**src/hdl/fotc_pkg.sv**
```systemverilog
/*
 Shared constants and types of the flow output and totaliser block.
 Assumes a 200 MHz system clock; long counts are scaled from it.
*/
`default_nettype none
package fotc_pkg;
   localparam int unsigned     VALUE_W         = 16;
   localparam int unsigned     TOTAL_W         = 32;
   localparam int unsigned     CLOCK_HZ        = 200_000_000;
   localparam int unsigned     HOUR_S          = 3600;
   localparam longint unsigned HOUR_CYCLES_DEF = longint'(HOUR_S) * longint'(CLOCK_HZ);
   localparam int unsigned     PULSE_CYCLES_DEF = 1000;
   localparam logic [10:0]     HOURS_PER_DAY   = 11'h018;
   localparam logic [10:0]     HOURS_PER_WEEK  = 11'h0A8;
   localparam logic [2:0]      DAMP_MAX_SHIFT  = 3'h5;
   localparam logic [15:0]     CUR_MIN_UA      = 16'h0FA0;
   localparam logic [15:0]     CUR_MAX_UA      = 16'h4E20;
   localparam logic [31:0]     CUR_SPAN_UA     = 32'h0000_3E80;
   localparam logic [15:0]     CUR_NONE_UA     = 16'h0000;
   localparam logic [1:0]      SPAN_SHIFT      = 2'h2;

   typedef enum logic [2:0] {
      FN_HYST_NO = 3'h0,
      FN_HYST_NC = 3'h1,
      FN_WIN_NO  = 3'h2,
      FN_WIN_NC  = 3'h3,
      FN_PULSE   = 3'h4,
      FN_ANALOG  = 3'h5,
      FN_RSTIN   = 3'h6
   } fotc_func_type;

   typedef enum logic [1:0] {
      TRIG_RISE = 2'h0,
      TRIG_FALL = 2'h1,
      TRIG_HIGH = 2'h2,
      TRIG_LOW  = 2'h3
   } fotc_trig_type;

   typedef enum logic [1:0] {
      ERR_NORMAL = 2'h0,
      ERR_ON     = 2'h1,
      ERR_OFF    = 2'h2
   } fotc_err_type;

   typedef enum logic [1:0] {
      UNIT_OFF  = 2'h0,
      UNIT_HOUR = 2'h1,
      UNIT_DAY  = 2'h2,
      UNIT_WEEK = 2'h3
   } fotc_unit_type;

   typedef enum logic {
      MENU_MAIN = 1'h0,
      MENU_EXT  = 1'h1
   } fotc_menu_type;
endpackage : fotc_pkg
`default_nettype wire

```
**src/hdl/fotc_sw_if.sv**
```systemverilog
/*
 Carrier between the top and one switching comparator.
 Assumes the top drives thresholds and mode, the comparator the level.
*/
`timescale 1ns/1ps
`default_nettype none
interface fotc_sw_if #(parameter int unsigned W = 16);
   logic [W-1:0] value;
   logic [W-1:0] upper;
   logic [W-1:0] lower;
   logic         window;
   logic         closed;
   logic         level;
   modport ctrl (output value, output upper, output lower, output window, output closed, input level);
   modport sw   (input value, input upper, input lower, input window, input closed, output level);
endinterface : fotc_sw_if
`default_nettype wire

```
**src/hdl/fotc_switch.sv**
```systemverilog
/*
 Hysteresis and window comparator for one switching output.
 Assumes lower stays below upper; the top refuses other settings.
*/
`timescale 1ns/1ps
`default_nettype none
module fotc_switch (
   // Clock and reset
   input wire logic clock,
   input wire logic rst_n,
   // Thresholds in, level out
   fotc_sw_if.sw    port
);
   logic hyst_q;
   logic hyst_d;
   logic aboveUpper;
   logic belowLower;
   logic inWindow;
   logic openLevel;

   assign aboveUpper = port.value > port.upper;
   assign belowLower = port.value < port.lower;
   // Between the points the hysteresis state holds
   assign hyst_d     = aboveUpper ? 1'b1 : (belowLower ? 1'b0 : hyst_q);
   assign inWindow   = !aboveUpper && !belowLower;
   assign openLevel  = port.window ? inWindow : hyst_q;
   assign port.level = openLevel ^ port.closed;

   always_ff @(posedge clock) begin
      if (!rst_n) hyst_q <= 1'b0;
      else hyst_q <= hyst_d;
   end
endmodule : fotc_switch
`default_nettype wire

```
**src/hdl/fotc_top.sv**
```systemverilog
/*
 Output, totaliser and configuration logic of a flow probe.
 Assumes every input synchronous to clock; buttons arrive as one-cycle requests.
*/
// Contract
// - Output one: four switching modes plus pulse
// - Output two: switching, 4-20 mA, reset input
// - Start value maps to 4 mA
// - End value maps to 20 mA
// - Refuse start/end closer than quarter range
// - Reset trigger selectable, only in input mode
// - On trigger save total, then clear it
// - Track highest and lowest flow since clear
// - Min/max memory clears on button request
// - Error behaviour on forces output on
// - Error behaviour off forces off; counter stops
// - Normal behaviour ignores internal error
// - Timed interval clears counter, restarts interval
// - Without interval, 32-bit counter wraps only
// - Manual clear zeroes counter, new interval
// - Manual clear works with timed interval set
// - Extended entry opens submenu on set press
// - Diameter changeable only in submenu, lockable
// - Pulse repeat emits pulse, else latches on
// - Switch above upper, return below lower point
`timescale 1ns/1ps
`default_nettype none
module fotc_top #(
   parameter int unsigned     VALUE_W      = fotc_pkg::VALUE_W,
   parameter logic [15:0]     RANGE_FINAL  = 16'hFFFF,
   parameter logic [15:0]     DIAMETER_RST = 16'h0032,
   parameter longint unsigned HOUR_CYCLES  = fotc_pkg::HOUR_CYCLES_DEF,
   parameter int unsigned     PULSE_CYCLES = fotc_pkg::PULSE_CYCLES_DEF
) (
   // Clock and reset
   input  wire logic                   clock,
   input  wire logic                   rst_n,
   // Measurement and events
   input  wire logic [VALUE_W-1:0]     flowValue,
   input  wire logic                   flowValid,
   input  wire logic                   quantityTick,
   input  wire logic                   internalError,
   // Output functions and error behaviour
   input  wire fotc_pkg::fotc_func_type firstOutputFunction,
   input  wire fotc_pkg::fotc_func_type secondOutputFunction,
   input  wire fotc_pkg::fotc_err_type  errorBehaviour1,
   input  wire fotc_pkg::fotc_err_type  errorBehaviour2,
   // Switch point writes
   input  wire logic                   switchWrite1,
   input  wire logic                   switchWrite2,
   input  wire logic [VALUE_W-1:0]     upperSwitchPoint,
   input  wire logic [VALUE_W-1:0]     lowerReturnPoint,
   // Analogue scaling write
   input  wire logic                   analogueWrite,
   input  wire logic [VALUE_W-1:0]     analogueStartValue,
   input  wire logic [VALUE_W-1:0]     analogueEndValue,
   // Counter and pulse settings
   input  wire fotc_pkg::fotc_trig_type resetTrigger,
   input  wire fotc_pkg::fotc_unit_type intervalUnit,
   input  wire logic [4:0]             intervalCount,
   input  wire logic                   pulseRepeatEnable,
   input  wire logic [31:0]            pulseQuantityValue,
   input  wire logic [2:0]             dampingConstant,
   // Button requests
   input  wire logic                   manualCounterClear,
   input  wire logic                   minMaxClear,
   input  wire logic                   flashAck,
   input  wire logic                   extendedMenu,
   input  wire logic                   menuExit,
   input  wire logic                   diameterWrite,
   input  wire logic [15:0]            diameterValue,
   input  wire logic                   factoryLock,
   // Output pins
   output logic                        out1Level,
   output logic                        out2Out,
   output logic                        out2Oe,
   input  wire logic                   out2In,
   output logic [15:0]                 analogueCurrent,
   // Status
   output logic [31:0]                 totaliser,
   output logic [31:0]                 savedTotal,
   output logic                        savedFlash,
   output logic [VALUE_W-1:0]          maxFlowMemory,
   output logic [VALUE_W-1:0]          minFlowMemory,
   output logic                        flowMemoryValid,
   output logic [VALUE_W-1:0]          dampedFlow,
   output logic                        inSubmenu,
   output logic [15:0]                 pipeInnerDiameter,
   output logic                        switchRefused,
   output logic                        analogueRefused,
   output logic                        diameterRefused
);
   localparam int unsigned PRE_W  = $clog2(HOUR_CYCLES + 1);
   localparam int unsigned PLS_W  = $clog2(PULSE_CYCLES + 1);
   localparam logic [PRE_W-1:0] HOUR_LAST = PRE_W'(HOUR_CYCLES - 1);
   localparam logic [VALUE_W-1:0] SPAN_MIN = VALUE_W'(RANGE_FINAL >> fotc_pkg::SPAN_SHIFT);

   function automatic logic applyErr(input logic lvl, input fotc_pkg::fotc_err_type beh, input logic err);
      if (err && beh == fotc_pkg::ERR_ON) applyErr = 1'b1;
      else if (err && beh == fotc_pkg::ERR_OFF) applyErr = 1'b0;
      else applyErr = lvl;
   endfunction : applyErr

   function automatic logic isSwitch(input fotc_pkg::fotc_func_type fn);
      isSwitch = fn inside {fotc_pkg::FN_HYST_NO, fotc_pkg::FN_HYST_NC, fotc_pkg::FN_WIN_NO, fotc_pkg::FN_WIN_NC};
   endfunction : isSwitch

   // Counts beyond 23 h, 6 d or 8 w are not refused; the product is cut to eleven bits
   function automatic logic [10:0] intervalHours(input fotc_pkg::fotc_unit_type u, input logic [4:0] n);
      logic [10:0] cnt;
      cnt = {6'h00, n};
      unique case (u)
         fotc_pkg::UNIT_OFF:  intervalHours = 11'h000;
         fotc_pkg::UNIT_HOUR: intervalHours = cnt;
         fotc_pkg::UNIT_DAY:  intervalHours = 11'(cnt * fotc_pkg::HOURS_PER_DAY);
         fotc_pkg::UNIT_WEEK: intervalHours = 11'(cnt * fotc_pkg::HOURS_PER_WEEK);
      endcase
   endfunction : intervalHours

   function automatic logic [15:0] mapCurrent(input logic [VALUE_W-1:0] v, input logic [VALUE_W-1:0] lo,
                                              input logic [VALUE_W-1:0] hi);
      logic [31:0] num;
      num = 32'(v - lo) * fotc_pkg::CUR_SPAN_UA;
      if (v <= lo) mapCurrent = fotc_pkg::CUR_MIN_UA;
      else if (v >= hi) mapCurrent = fotc_pkg::CUR_MAX_UA;
      else mapCurrent = fotc_pkg::CUR_MIN_UA + 16'(num / 32'(hi - lo));
   endfunction : mapCurrent

   fotc_sw_if #(.W(VALUE_W)) sw1If ();
   fotc_sw_if #(.W(VALUE_W)) sw2If ();

   logic [VALUE_W-1:0] upper1_q, lower1_q, upper2_q, lower2_q;
   logic [VALUE_W-1:0] anStart_q, anEnd_q, damped_q, damped_d;
   logic [VALUE_W-1:0] max_q, min_q;
   logic               memValid_q;
   logic [31:0]        total_q, total_d, saved_q, pulseAcc_q;
   logic               flash_q, latch_q, pinPrev_q, pinKnown_q, firePrev_q;
   logic [PRE_W-1:0]   hourPre_q;
   logic [10:0]        hoursDone_q;
   logic [PLS_W-1:0]   stretch_q;
   logic               out1_q, out2_q, oe2_q;
   logic [15:0]        current_q, diameter_q;
   logic [2:0]         refused_q;
   fotc_pkg::fotc_menu_type menu_q, menu_d;

   logic signed [VALUE_W:0] dampDiff;
   logic               spanOk, pointsOk, diamOk, force2;
   logic               rstMode, trigNow, resetFire, resetFirst;
   logic               countStop, countTick, clearAll, autoClear;
   logic [10:0]        targetHours;
   logic               timerOn, hourTick, pulseHit, pulseLevel;
   logic               out1Raw, out2Raw;
   logic [15:0]        current_d;

   // Thresholds act on the damped value, as the outputs do
   assign sw1If.value  = damped_q;
   assign sw1If.upper  = upper1_q;
   assign sw1If.lower  = lower1_q;
   assign sw1If.window = firstOutputFunction inside {fotc_pkg::FN_WIN_NO, fotc_pkg::FN_WIN_NC};
   assign sw1If.closed = firstOutputFunction inside {fotc_pkg::FN_HYST_NC, fotc_pkg::FN_WIN_NC};
   assign sw2If.value  = damped_q;
   assign sw2If.upper  = upper2_q;
   assign sw2If.lower  = lower2_q;
   assign sw2If.window = secondOutputFunction inside {fotc_pkg::FN_WIN_NO, fotc_pkg::FN_WIN_NC};
   assign sw2If.closed = secondOutputFunction inside {fotc_pkg::FN_HYST_NC, fotc_pkg::FN_WIN_NC};

   fotc_switch u_sw1 (.clock(clock), .rst_n(rst_n), .port(sw1If.sw));
   fotc_switch u_sw2 (.clock(clock), .rst_n(rst_n), .port(sw2If.sw));

   // Shift approximates 0.2 s steps; zero passes the sample through
   assign dampDiff = $signed({1'b0, flowValue}) - $signed({1'b0, damped_q});
   assign damped_d = VALUE_W'($signed({1'b0, damped_q}) + (dampDiff >>> ((dampingConstant > fotc_pkg::DAMP_MAX_SHIFT) ?
                     fotc_pkg::DAMP_MAX_SHIFT : dampingConstant)));

   assign spanOk   = (analogueEndValue > analogueStartValue) &&
                     (analogueEndValue - analogueStartValue >= SPAN_MIN);
   assign pointsOk = lowerReturnPoint < upperSwitchPoint;
   assign diamOk   = (menu_q == fotc_pkg::MENU_EXT) && !factoryLock;

   // Edges need one known sample, so a pin high out of reset is no edge
   assign rstMode  = secondOutputFunction == fotc_pkg::FN_RSTIN;
   assign trigNow  = (resetTrigger == fotc_pkg::TRIG_RISE) ? (pinKnown_q && out2In && !pinPrev_q) :
                     (resetTrigger == fotc_pkg::TRIG_FALL) ? (pinKnown_q && !out2In && pinPrev_q) :
                     (resetTrigger == fotc_pkg::TRIG_HIGH) ? out2In : !out2In;
   assign resetFire  = rstMode && trigNow;
   assign resetFirst = resetFire && !firePrev_q;

   assign targetHours = intervalHours(intervalUnit, intervalCount);
   assign timerOn     = targetHours != 11'h000;
   assign hourTick    = hourPre_q == HOUR_LAST;
   assign autoClear   = timerOn && hourTick && (hoursDone_q + 11'h001 == targetHours);
   assign clearAll    = manualCounterClear || autoClear || resetFire;

   assign countStop = internalError && (errorBehaviour1 != fotc_pkg::ERR_NORMAL ||
                      errorBehaviour2 != fotc_pkg::ERR_NORMAL);
   assign countTick = quantityTick && !countStop;
   // Plain increment wraps to zero at the 32-bit limit
   assign total_d   = clearAll ? 32'h0000_0000 : (countTick ? total_q + 32'h0000_0001 : total_q);

   assign pulseHit   = pulseRepeatEnable && countTick && !clearAll &&
                       (pulseAcc_q + 32'h0000_0001 >= pulseQuantityValue);
   assign pulseLevel = pulseRepeatEnable ? (stretch_q != '0) : latch_q;

   assign out1Raw = isSwitch(firstOutputFunction) ? sw1If.level :
                    (firstOutputFunction == fotc_pkg::FN_PULSE) ? pulseLevel : 1'b0;
   assign out2Raw = isSwitch(secondOutputFunction) ? sw2If.level : 1'b0;
   assign force2  = internalError && errorBehaviour2 != fotc_pkg::ERR_NORMAL;
   assign current_d = (secondOutputFunction != fotc_pkg::FN_ANALOG) ? fotc_pkg::CUR_NONE_UA :
                      !force2 ? mapCurrent(damped_q, anStart_q, anEnd_q) :
                      (errorBehaviour2 == fotc_pkg::ERR_ON) ? fotc_pkg::CUR_MAX_UA : fotc_pkg::CUR_MIN_UA;

   always_comb begin
      menu_d = menu_q;
      unique case (menu_q)
         fotc_pkg::MENU_MAIN: if (extendedMenu) menu_d = fotc_pkg::MENU_EXT;
         fotc_pkg::MENU_EXT:  if (menuExit) menu_d = fotc_pkg::MENU_MAIN;
      endcase
   end

   always_ff @(posedge clock) begin
      if (!rst_n) begin
         upper1_q <= VALUE_W'(RANGE_FINAL);
         lower1_q <= '0;
         upper2_q <= VALUE_W'(RANGE_FINAL);
         lower2_q <= '0;
      end else begin
         if (switchWrite1 && pointsOk) {upper1_q, lower1_q} <= {upperSwitchPoint, lowerReturnPoint};
         if (switchWrite2 && pointsOk) {upper2_q, lower2_q} <= {upperSwitchPoint, lowerReturnPoint};
      end
   end

   always_ff @(posedge clock) begin
      if (!rst_n) begin
         anStart_q  <= '0;
         anEnd_q    <= VALUE_W'(RANGE_FINAL);
         diameter_q <= DIAMETER_RST;
         menu_q     <= fotc_pkg::MENU_MAIN;
         refused_q  <= 3'h0;
      end else begin
         if (analogueWrite && spanOk) {anStart_q, anEnd_q} <= {analogueStartValue, analogueEndValue};
         if (diameterWrite && diamOk) diameter_q <= diameterValue;
         menu_q    <= menu_d;
         refused_q <= {diameterWrite && !diamOk, analogueWrite && !spanOk, (switchWrite1 || switchWrite2) && !pointsOk};
      end
   end

   always_ff @(posedge clock) begin
      if (!rst_n) begin
         damped_q   <= '0;
         max_q      <= '0;
         min_q      <= '0;
         memValid_q <= 1'b0;
      end else if (flowValid) begin
         damped_q   <= damped_d;
         max_q      <= (!memValid_q || minMaxClear || flowValue > max_q) ? flowValue : max_q;
         min_q      <= (!memValid_q || minMaxClear || flowValue < min_q) ? flowValue : min_q;
         memValid_q <= 1'b1;
      end else if (minMaxClear) begin
         memValid_q <= 1'b0;
      end
   end

   always_ff @(posedge clock) begin
      if (!rst_n) begin
         total_q     <= 32'h0000_0000;
         hourPre_q   <= '0;
         hoursDone_q <= 11'h000;
      end else begin
         total_q     <= total_d;
         hourPre_q   <= (clearAll || !timerOn || hourTick) ? '0 : hourPre_q + PRE_W'(1'b1);
         hoursDone_q <= (clearAll || !timerOn) ? 11'h000 : (hourTick ? hoursDone_q + 11'h001 : hoursDone_q);
      end
   end

   always_ff @(posedge clock) begin
      if (!rst_n) begin
         saved_q    <= 32'h0000_0000;
         flash_q    <= 1'b0;
         pinPrev_q  <= 1'b0;
         pinKnown_q <= 1'b0;
         firePrev_q <= 1'b0;
      end else begin
         if (resetFirst) saved_q <= total_q;
         flash_q    <= resetFirst || (flash_q && !flashAck);
         pinPrev_q  <= out2In;
         pinKnown_q <= 1'b1;
         firePrev_q <= resetFire;
      end
   end

   always_ff @(posedge clock) begin
      if (!rst_n) begin
         pulseAcc_q <= 32'h0000_0000;
         stretch_q  <= '0;
         latch_q    <= 1'b0;
      end else begin
         pulseAcc_q <= (clearAll || pulseHit) ? 32'h0000_0000 : (countTick ? pulseAcc_q + 32'h0000_0001 : pulseAcc_q);
         stretch_q  <= pulseHit ? PLS_W'(PULSE_CYCLES) : ((stretch_q != '0) ? stretch_q - PLS_W'(1'b1) : stretch_q);
         latch_q    <= !clearAll && (latch_q || (pulseQuantityValue != 32'h0000_0000 &&
                       total_q >= pulseQuantityValue));
      end
   end

   always_ff @(posedge clock) begin
      if (!rst_n) begin
         out1_q    <= 1'b0;
         out2_q    <= 1'b0;
         oe2_q     <= 1'b0;
         current_q <= fotc_pkg::CUR_NONE_UA;
      end else begin
         out1_q    <= applyErr(out1Raw, errorBehaviour1, internalError);
         out2_q    <= isSwitch(secondOutputFunction) && applyErr(out2Raw, errorBehaviour2, internalError);
         oe2_q     <= isSwitch(secondOutputFunction);
         current_q <= current_d;
      end
   end

   assign out1Level         = out1_q;
   assign out2Out           = out2_q;
   assign out2Oe            = oe2_q;
   assign analogueCurrent   = current_q;
   assign totaliser         = total_q;
   assign savedTotal        = saved_q;
   assign savedFlash        = flash_q;
   assign maxFlowMemory     = max_q;
   assign minFlowMemory     = min_q;
   assign flowMemoryValid   = memValid_q;
   assign dampedFlow        = damped_q;
   assign inSubmenu         = menu_q == fotc_pkg::MENU_EXT;
   assign pipeInnerDiameter = diameter_q;
   assign switchRefused     = refused_q[0];
   assign analogueRefused   = refused_q[1];
   assign diameterRefused   = refused_q[2];
endmodule : fotc_top
`default_nettype wire

```
**config.mk**
```make
export PLATFORM = sky130hd
export DESIGN_NAME = fotc_top
export DESIGN_NICKNAME = d
export VERILOG_FILES = /design/src/hdl/fotc_pkg.sv /design/src/hdl/fotc_sw_if.sv /design/src/hdl/fotc_switch.sv /design/src/hdl/fotc_top.sv
export SDC_FILE = /design/constraint.sdc
export NUM_CORES = 2
export LEC_CHECK = 0
export ABC_AREA = 0
export BUFFER_PORTS_ARGS = -buffer_cell sky130_fd_sc_hd__clkbuf_2
export CAP_MARGIN = 0
export CORE_ASPECT_RATIO = 1.1
export CORE_MARGIN = 1
export CORE_UTILIZATION = 55
export CTS_CLUSTER_DIAMETER = 50
export DETAILED_ROUTE_END_ITERATION = 7
export GPL_TIMING_DRIVEN = 0
export PLACE_DENSITY = 0.7
export SLEW_MARGIN = 20
export SYNTH_ARGS = -nofsm -noshare
export SYNTH_HDL_FRONTEND = slang
export SYNTH_HIERARCHICAL = 1
export SYNTH_SLANG_ARGS = --single-unit
export TNS_END_PERCENT = 50
```
**constraint.sdc**
```tcl
create_clock -name clock -period 247.7 [get_ports clock]
set_input_delay 24.77 -clock clock [delete_from_list [all_inputs] [get_ports clock]]
set_output_delay 24.77 -clock clock [all_outputs]
set_load 0.02 [all_outputs]
```
Yosys cells after proc, flatten, opt, wreduce, memory -nomap -nowiden
Index checks and enable logic that the tools add are counted.
{"block": "classes", "add_sub_neg": 11, "n_mul": 3, "div": 1, "order_cmp": 14, "eq_ne": 20, "shifts": 1, "mux": 32, "bitwise_logic": 4, "n_reduce_logical": 88}
{"cell": "$add A32 B1 Y32 const B", "n": 2}
{"cell": "$ge A32 B32 Y1", "n": 2}
{"cell": "$gt A16 B16 Y1", "n": 4}
{"cell": "$lt A16 B16 Y1", "n": 4}
{"cell": "$sub A16 B16 Y17", "n": 3}
{"cell": "$mux W16", "n": 3}
{"cell": "$pmux W11 S4", "n": 1}
{"cell": "$add A40 B1 Y40 const B", "n": 1}
{"cell": "$eq A40 B40 Y1 const B", "n": 1}
{"cell": "$logic_and A1 B1 Y1", "n": 33}
{"cell": "$div A32 B32 Y32", "n": 1}
{"cell": "$mul A32 B7 Y25 const B", "n": 1}
{"cell": "$reduce_bool A32 Y1", "n": 1}
{"cell": "$mux W1", "n": 23}
{"cell": "$mux W10", "n": 2}
{"cell": "$reduce_bool A2 Y1", "n": 10}
{"cell": "$sshr A17 B3 Y16", "n": 1}
{"cell": "$add A12 B16 Y16 const A", "n": 1}
{"cell": "$add A16 B16 Y16", "n": 1}
{"cell": "$ge A16 B14 Y1 const B", "n": 1}
{"cell": "$ge A16 B16 Y1", "n": 1}
{"cell": "$le A16 B16 Y1", "n": 1}
{"cell": "$logic_not A1 Y1", "n": 16}
{"cell": "$sub A16 B16 Y16", "n": 1}
{"cell": "other kinds (25)", "n": 59}
{"block": "word_totals", "regBits": 348, "inputBits": 167, "elab_cells": 205}

Logic depth before layout (Yosys ltp)
{"block": "logic_depth", "ltp_word": 12, "ltp_mapped": 439, "ltp_nobuf": 413}

Modules after synthesis
Netlist, hierarchy kept.
{"mod": "fotc_top", "n_inst": 1, "cells_per_inst": 7320, "area_per_inst_um2": 53935.5, "seq_area_each_um2": 6926.6}
{"mod": "fotc_switch", "n_inst": 2, "cells_per_inst": 122, "area_per_inst_um2": 872.1, "seq_area_each_um2": 20.0}

Worst setup path after synthesis
OpenSTA, ideal clock, no wires.
{"block": "synth_path", "kind": "flip-flop to flip-flop", "startpoint": "register damped_q[1] (netlist: dampedFlow[1])", "endpoint": "register current_q[0] (netlist: analogueCurrent[0])", "setup_time_ns": 0.126, "arrival_ns": 85.531, "t_required_ns": 247.574, "setup_slack_ns": 162.042, "stages_incl_launch_ff": 420, "n_path_buf": 47, "path_cell_list": "dfxtp_1 ha_1 nor2b_1 o21ai_0 a21boi_0 o21ai_0 a21boi_0 o21ai_0 a21boi_0 o21ai_0 a21boi_0 o21ai_0 a21oi_1 o21ai_0 a21boi_0 o21a_1 or2_2 xor2_1 [... 384 more ...] clkbuf_1 nor2_1 a221o_1 ha_1 a21o_1 a21oi_1 nor2b_1 o21ai_0 nand2b_1 a21oi_1 nor2b_1 o21ai_0 nand2_1 a21oi_1 o21ai_0 a221oi_1 o21a_1 nor2_1"}
{"block": "synth_between", "elab_chain_len": 7}
{"element": "from (decl)", "line": "fotc_top.sv:133", "text": "logic [VALUE_W-1:0] anStart_q, anEnd_q, damped_q, damped_d;"}
{"element": "from (signal assigned)", "line": "fotc_top.sv:254", "text": "damped_q <= damped_d;"}
{"element": "$sub A16 B16 Y17", "line": "fotc_top.sv:123", "text": "num = 32'(v - lo) * fotc_pkg::CUR_SPAN_UA;"}
{"element": "$mul A32 B7 Y25", "line": "fotc_top.sv:123"}
{"element": "$div A32 B32 Y32", "line": "fotc_top.sv:126", "text": "else mapCurrent = fotc_pkg::CUR_MIN_UA + 16'(num / 32'(hi - lo));"}
{"element": "$add A12 B16 Y16", "line": "fotc_top.sv:126"}
{"element": "$mux W16", "line": "fotc_top.sv:125", "text": "else if (v >= hi) mapCurrent = fotc_pkg::CUR_MAX_UA;"}
{"element": "$mux W16 *", "line": "fotc_top.sv:124", "text": "if (v <= lo) mapCurrent = fotc_pkg::CUR_MIN_UA;"}
{"element": "$mux W16 *", "line": "fotc_top.sv:209", "text": "!force2 ? mapCurrent(damped_q, anStart_q, anEnd_q) :"}
{"element": "to (signal assigned)", "line": "fotc_top.sv:309", "text": "current_q <= fotc_pkg::CUR_NONE_UA;"}
{"element": "to (signal assigned)", "line": "fotc_top.sv:314", "text": "current_q <= current_d;"}
{"element": "to (decl)", "line": "fotc_top.sv:142", "text": "logic [15:0] current_q, diameter_q;"}
Every way passes the cells marked *; elsewhere a longest branch is shown, timed or not.
A chain may end at the register's enable or synchronous reset.

Worst setup path in the final report
Ends and elaborated chain as after synthesis.

==> results.txt <==
Path type of the worst min-delay path -> register to register
Share of the synthesized area in the top cell type -> 19.3%
Required time of the worst setup path -> 248.21 ns
Overall die height -> 336 µm
Highest Signal Layer -> met5
Cell class contributing the biggest share of worst-path delay -> compound AO/OA/AOI/OAI gates
Post-synthesis area per instance -> 7.36 µm²
Final routed DRC violation total -> 0
Total met3 wirelength after detailed routing -> 15600 µm
Synth top area cells -> sky130_fd_sc_hd__ha_1 19%, sky130_fd_sc_hd__dfxtp_1 13%, sky130_fd_sc_hd__xnor2_1 5.2%, sky130_fd_sc_hd__nand2_1 5.2%, sky130_fd_sc_hd__nor2_1 4.9%
Cell occurring most often along the worst timing path -> sky130_fd_sc_hd__o21ai_0
Maximum fanout along the worst path -> 11
Remaining global-route overflow -> 0
Endpoints failing hold -> 0
Clock Pin Slew Worst Setup and Hold Paths -> 0.06 ns
Max capacitance violation total -> 0
CTS Root Cell -> sky130_fd_sc_hd__clkbuf_16
Area of the core region -> 0.100 mm²
WP buf/inv -> 52
Worst-case reg-to-reg path depth -> 415
Top achievable clock speed -> 8.71 MHz
Post-CTS sizing -> 0
Period Utilization, post-route -> 46.4%
Instance count along the most critical hold path -> 2
DR iter-0 viols -> 4551
Synth-to-Final Area Change -> 10.1%
Routed wire length per instance -> 21.3 µm
Global Route Usage Sum -> 37.5%
Wire length reported by the detailed router -> 198000 µm
Initial core utilization -> 55.4%
H-tree depth -> 2
Gate Count Post-Synth -> 7564
Number of buffers inserted for hold repair after clock tree synthesis -> 0
Buffer depth of the longest clock path -> 3
Worst R2R Start -> dampedFlow[1]
Worst setup path class -> register to register
Post-synth ARST share -> 0%
Post-synthesis instance area -> 0.0557 mm²
CTS Buf Count -> 50
Net count of the mapped netlist -> 8653
Delay of the slowest cell on the worst path -> 1.05 ns
Hold path endpoint -> lower1_q[10]
HPWL Detailed -> 160000 µm
Final weighted congestion in routability-driven placement -> 1.04
Largest net degree at the start of global routing -> 53
Slowest library cell on the worst path -> sky130_fd_sc_hd__a21oi_1
Top-level port count -> 320
Beginning of the worst hold path -> lower1_q[10]
Capturing element type of the critical path -> register
Total setup buffers inserted after CTS -> 0
Vias in the first global route -> 55000
Post-detailed-route via-to-cell ratio -> 6.20
Post-DRT Antenna Nets -> 0
Number of cell rows -> 122
Leading area contributor after synthesis -> sky130_fd_sc_hd__ha_1
Nature of the critical path startpoint -> register
Count of clock tree sinks -> 348
Max_slew headroom -> 10.4%
Router iterations before antenna repair -> 8
Via count -> 57600
Count of unique library cells instantiated by Yosys -> 119
Die extent in x -> 305 µm
Setup-violating endpoint count in the final report -> 0
Slew at the pin closest to its max-slew limit -> 1.34 ns
Data arrival time of the worst path -> 115.38 ns
#FFs+latches synth -> 348
Number of warnings issued by yosys -> 6
Wire length of the first global-routing pass -> 305000 µm
Met2 Routed Length -> 88100 µm
End of the worst register-to-register path -> analogueCurrent[0]
Summed negative setup slack over all endpoints -> 0 ns
RSZ-0062 raised after global routing -> no
Die area -> 0.103 mm²
Input/output buffers -> 317
Most common flop cell mapped by yosys -> sky130_fd_sc_hd__dfxtp_1
Number of antenna violations at the first check in global routing -> 4
Outcome -> finished, final reports clean
Post-layout net count -> 9047
Fillers -> 9405
CTS tree -> done
Register-to-Register Setup Slack -> 132.83 ns
Ratio of cells with drive above 1 in the final layout -> 8.52%
Final Slew Violations -> 0
Time the worst path needs with I/O delays and setup -> 114.87 ns
Length of routed wiring on met1 -> 82800 µm
Source-to-sink clock delay at the later pin of the worst-skew pair -> 0.66 ns
EDFF count, synth -> 0
Maximum clock skew at final layout -> 0.0205 ns
Part of the Yosys area used for sequential elements -> 12.5%
[cells in the mapped netlist, drive strengths merged, types with 32 or more instances]
library cell and n:
nand2 766, nor2b 116, nor2 725, buf 32, and2 74, nor3 198
o21ai 420, ha 861, o21bai 57, nor4 48, o211ai 37, clkbuf 185
nand4 114, a211oi 63, a21o 303, xor2 228, mux2 78, or2 52
a21boi 95, nand3 192, and3 84, inv 575, o31ai 51, a21oi 496
nand2b 84, dfxtp 348, mux2i 145, a31oi 73, or3 91, xnor2 333
fa 61, o21a 187
[layout make-up]
cell class | instances | area, µm² | share of cell area, %
Buffer | 217 | 841 | 1.37
Tap cell | 1302 | 1630 | 2.66
Clock inverter | 30 | 312 | 0.508
Clock buffer | 58 | 1340 | 2.19
Timing Repair Buffer | 342 | 2130 | 3.48
Antenna cell | 3 | 7.51 | 0.0122
Sequential cell | 348 | 6970 | 11.4
Multi-Input combinational cell | 6422 | 45900 | 74.9
Inverter | 577 | 2170 | 3.53
[metrics by stage]
step | instance area (µm²) | hold slack (ns) | std cells | setup slack, ns | utilization [%]
after global placement | 58900 | 0.445 | 9183 | 135.69 | 58.6
after detailed placement | 59600 | 0.451 | 9208 | 136.49 | 59.4
final | 61300 | 0.458 | 9299 | 132.83 | 61.0
after CTS | 61300 | 0.460 | 9296 | 135.89 | 61.0
after global routing | 61300 | 0.474 | 9298 | 125.78 | 61.0
after floorplan | 55700 | 0.430 | 7564 | 162.04 | -
[tightest hold or removal path, delay by kind of cell, from the launching register on]
family           cells  cell delay [ns]
AO/OA/AOI/OAI        1             0.06
flip-flops           1             0.31
AND/OR/NAND/NOR      1             0.05
[flip-flops by register name, indices dropped and copies added, names as in the netlist, 32 cells and up]
signal / count
hourPre_q: 40
pulseAcc_q: 32
totaliser: 32
savedTotal: 32
[metal layers]
metal / global-route usage [%] / up-vias
li1: - / 27900
met1: 47.1 / 26900
met2: 61.9 / 2280
met3: 5.31 / 529
met4: 20.0 / 2
met5: 0 / -
[placed cells by master (no fill, tap or decap), types with 21 or more instances in the layout]
cell type                   netlist  routed
sky130_fd_sc_hd__nor4_1          47      44
sky130_fd_sc_hd__nand3_1        192     192
sky130_fd_sc_hd__clkbuf_1       184     185
sky130_fd_sc_hd__dfxtp_1        348     348
sky130_fd_sc_hd__and3_1          84      84
sky130_fd_sc_hd__fa_1            61      61
sky130_fd_sc_hd__a21oi_1        491     491
sky130_fd_sc_hd__ha_1           861     860
sky130_fd_sc_hd__o21bai_1        57      57
sky130_fd_sc_hd__nand4_1        114     114
sky130_fd_sc_hd__clkbuf_2         1     318
sky130_fd_sc_hd__nor2b_1        115     115
sky130_fd_sc_hd__a211o_1         21      21
sky130_fd_sc_hd__xnor2_1        333     332
sky130_fd_sc_hd__xor2_1         227     222
sky130_fd_sc_hd__a211oi_1        56      55
sky130_fd_sc_hd__or3_1           89      89
sky130_fd_sc_hd__a21boi_0        91      91
sky130_fd_sc_hd__o21a_1         186     186
sky130_fd_sc_hd__mux2i_1        145     145
sky130_fd_sc_hd__a21o_1         303     303
sky130_fd_sc_hd__or2_2           47      47
sky130_fd_sc_hd__mux2_2          77      77
sky130_fd_sc_hd__nor2_1         724     724
sky130_fd_sc_hd__o211ai_1        37      37
sky130_fd_sc_hd__o31ai_1         47      46
sky130_fd_sc_hd__and2_1          74      74
sky130_fd_sc_hd__nand2_1        765     764
sky130_fd_sc_hd__o211a_1         21      21
sky130_fd_sc_hd__nand2b_1        84      84
sky130_fd_sc_hd__a31oi_1         71      71
sky130_fd_sc_hd__o21ai_0        394     394
sky130_fd_sc_hd__nor3_1         195     195
sky130_fd_sc_hd__clkbuf_16        0      51
sky130_fd_sc_hd__inv_1          573     568
[logic make-up (layout without fill, tap and decap cells)]
group | after synthesis | in the layout | share of synthesized area (%)
fa+ha+maj | 925 | 925 | 21.6
flops | 348 | 348 | 12.5
other cells | 0 | 3 | 0
buf+inv | 794 | 1224 | 5.39
xor+xnor | 561 | 561 | 8.84
simple gates | 2626 | 2626 | 22.3
compound gates | 2087 | 2087 | 25.1
mux | 223 | 223 | 4.18
[how the worst max path moves through the flow]
stage,from,endpoint,slack [ns],cells after the start
2_1_floorplan,dampedFlow[1],analogueCurrent[0],162.04,419
3_3_place_gp,dampedFlow[1],analogueCurrent[0],135.69,407
3_5_place_dp,dampedFlow[1],analogueCurrent[0],136.49,416
4_1_cts,dampedFlow[1],analogueCurrent[0],135.89,417
5_1_grt,dampedFlow[1],analogueCurrent[0],125.78,417
6_report,dampedFlow[1],analogueCurrent[0],132.83,415
Power is left out: the tool's default activity adds up to more than one toggle a clock period on the data nets, which glitch-free logic cannot reach.
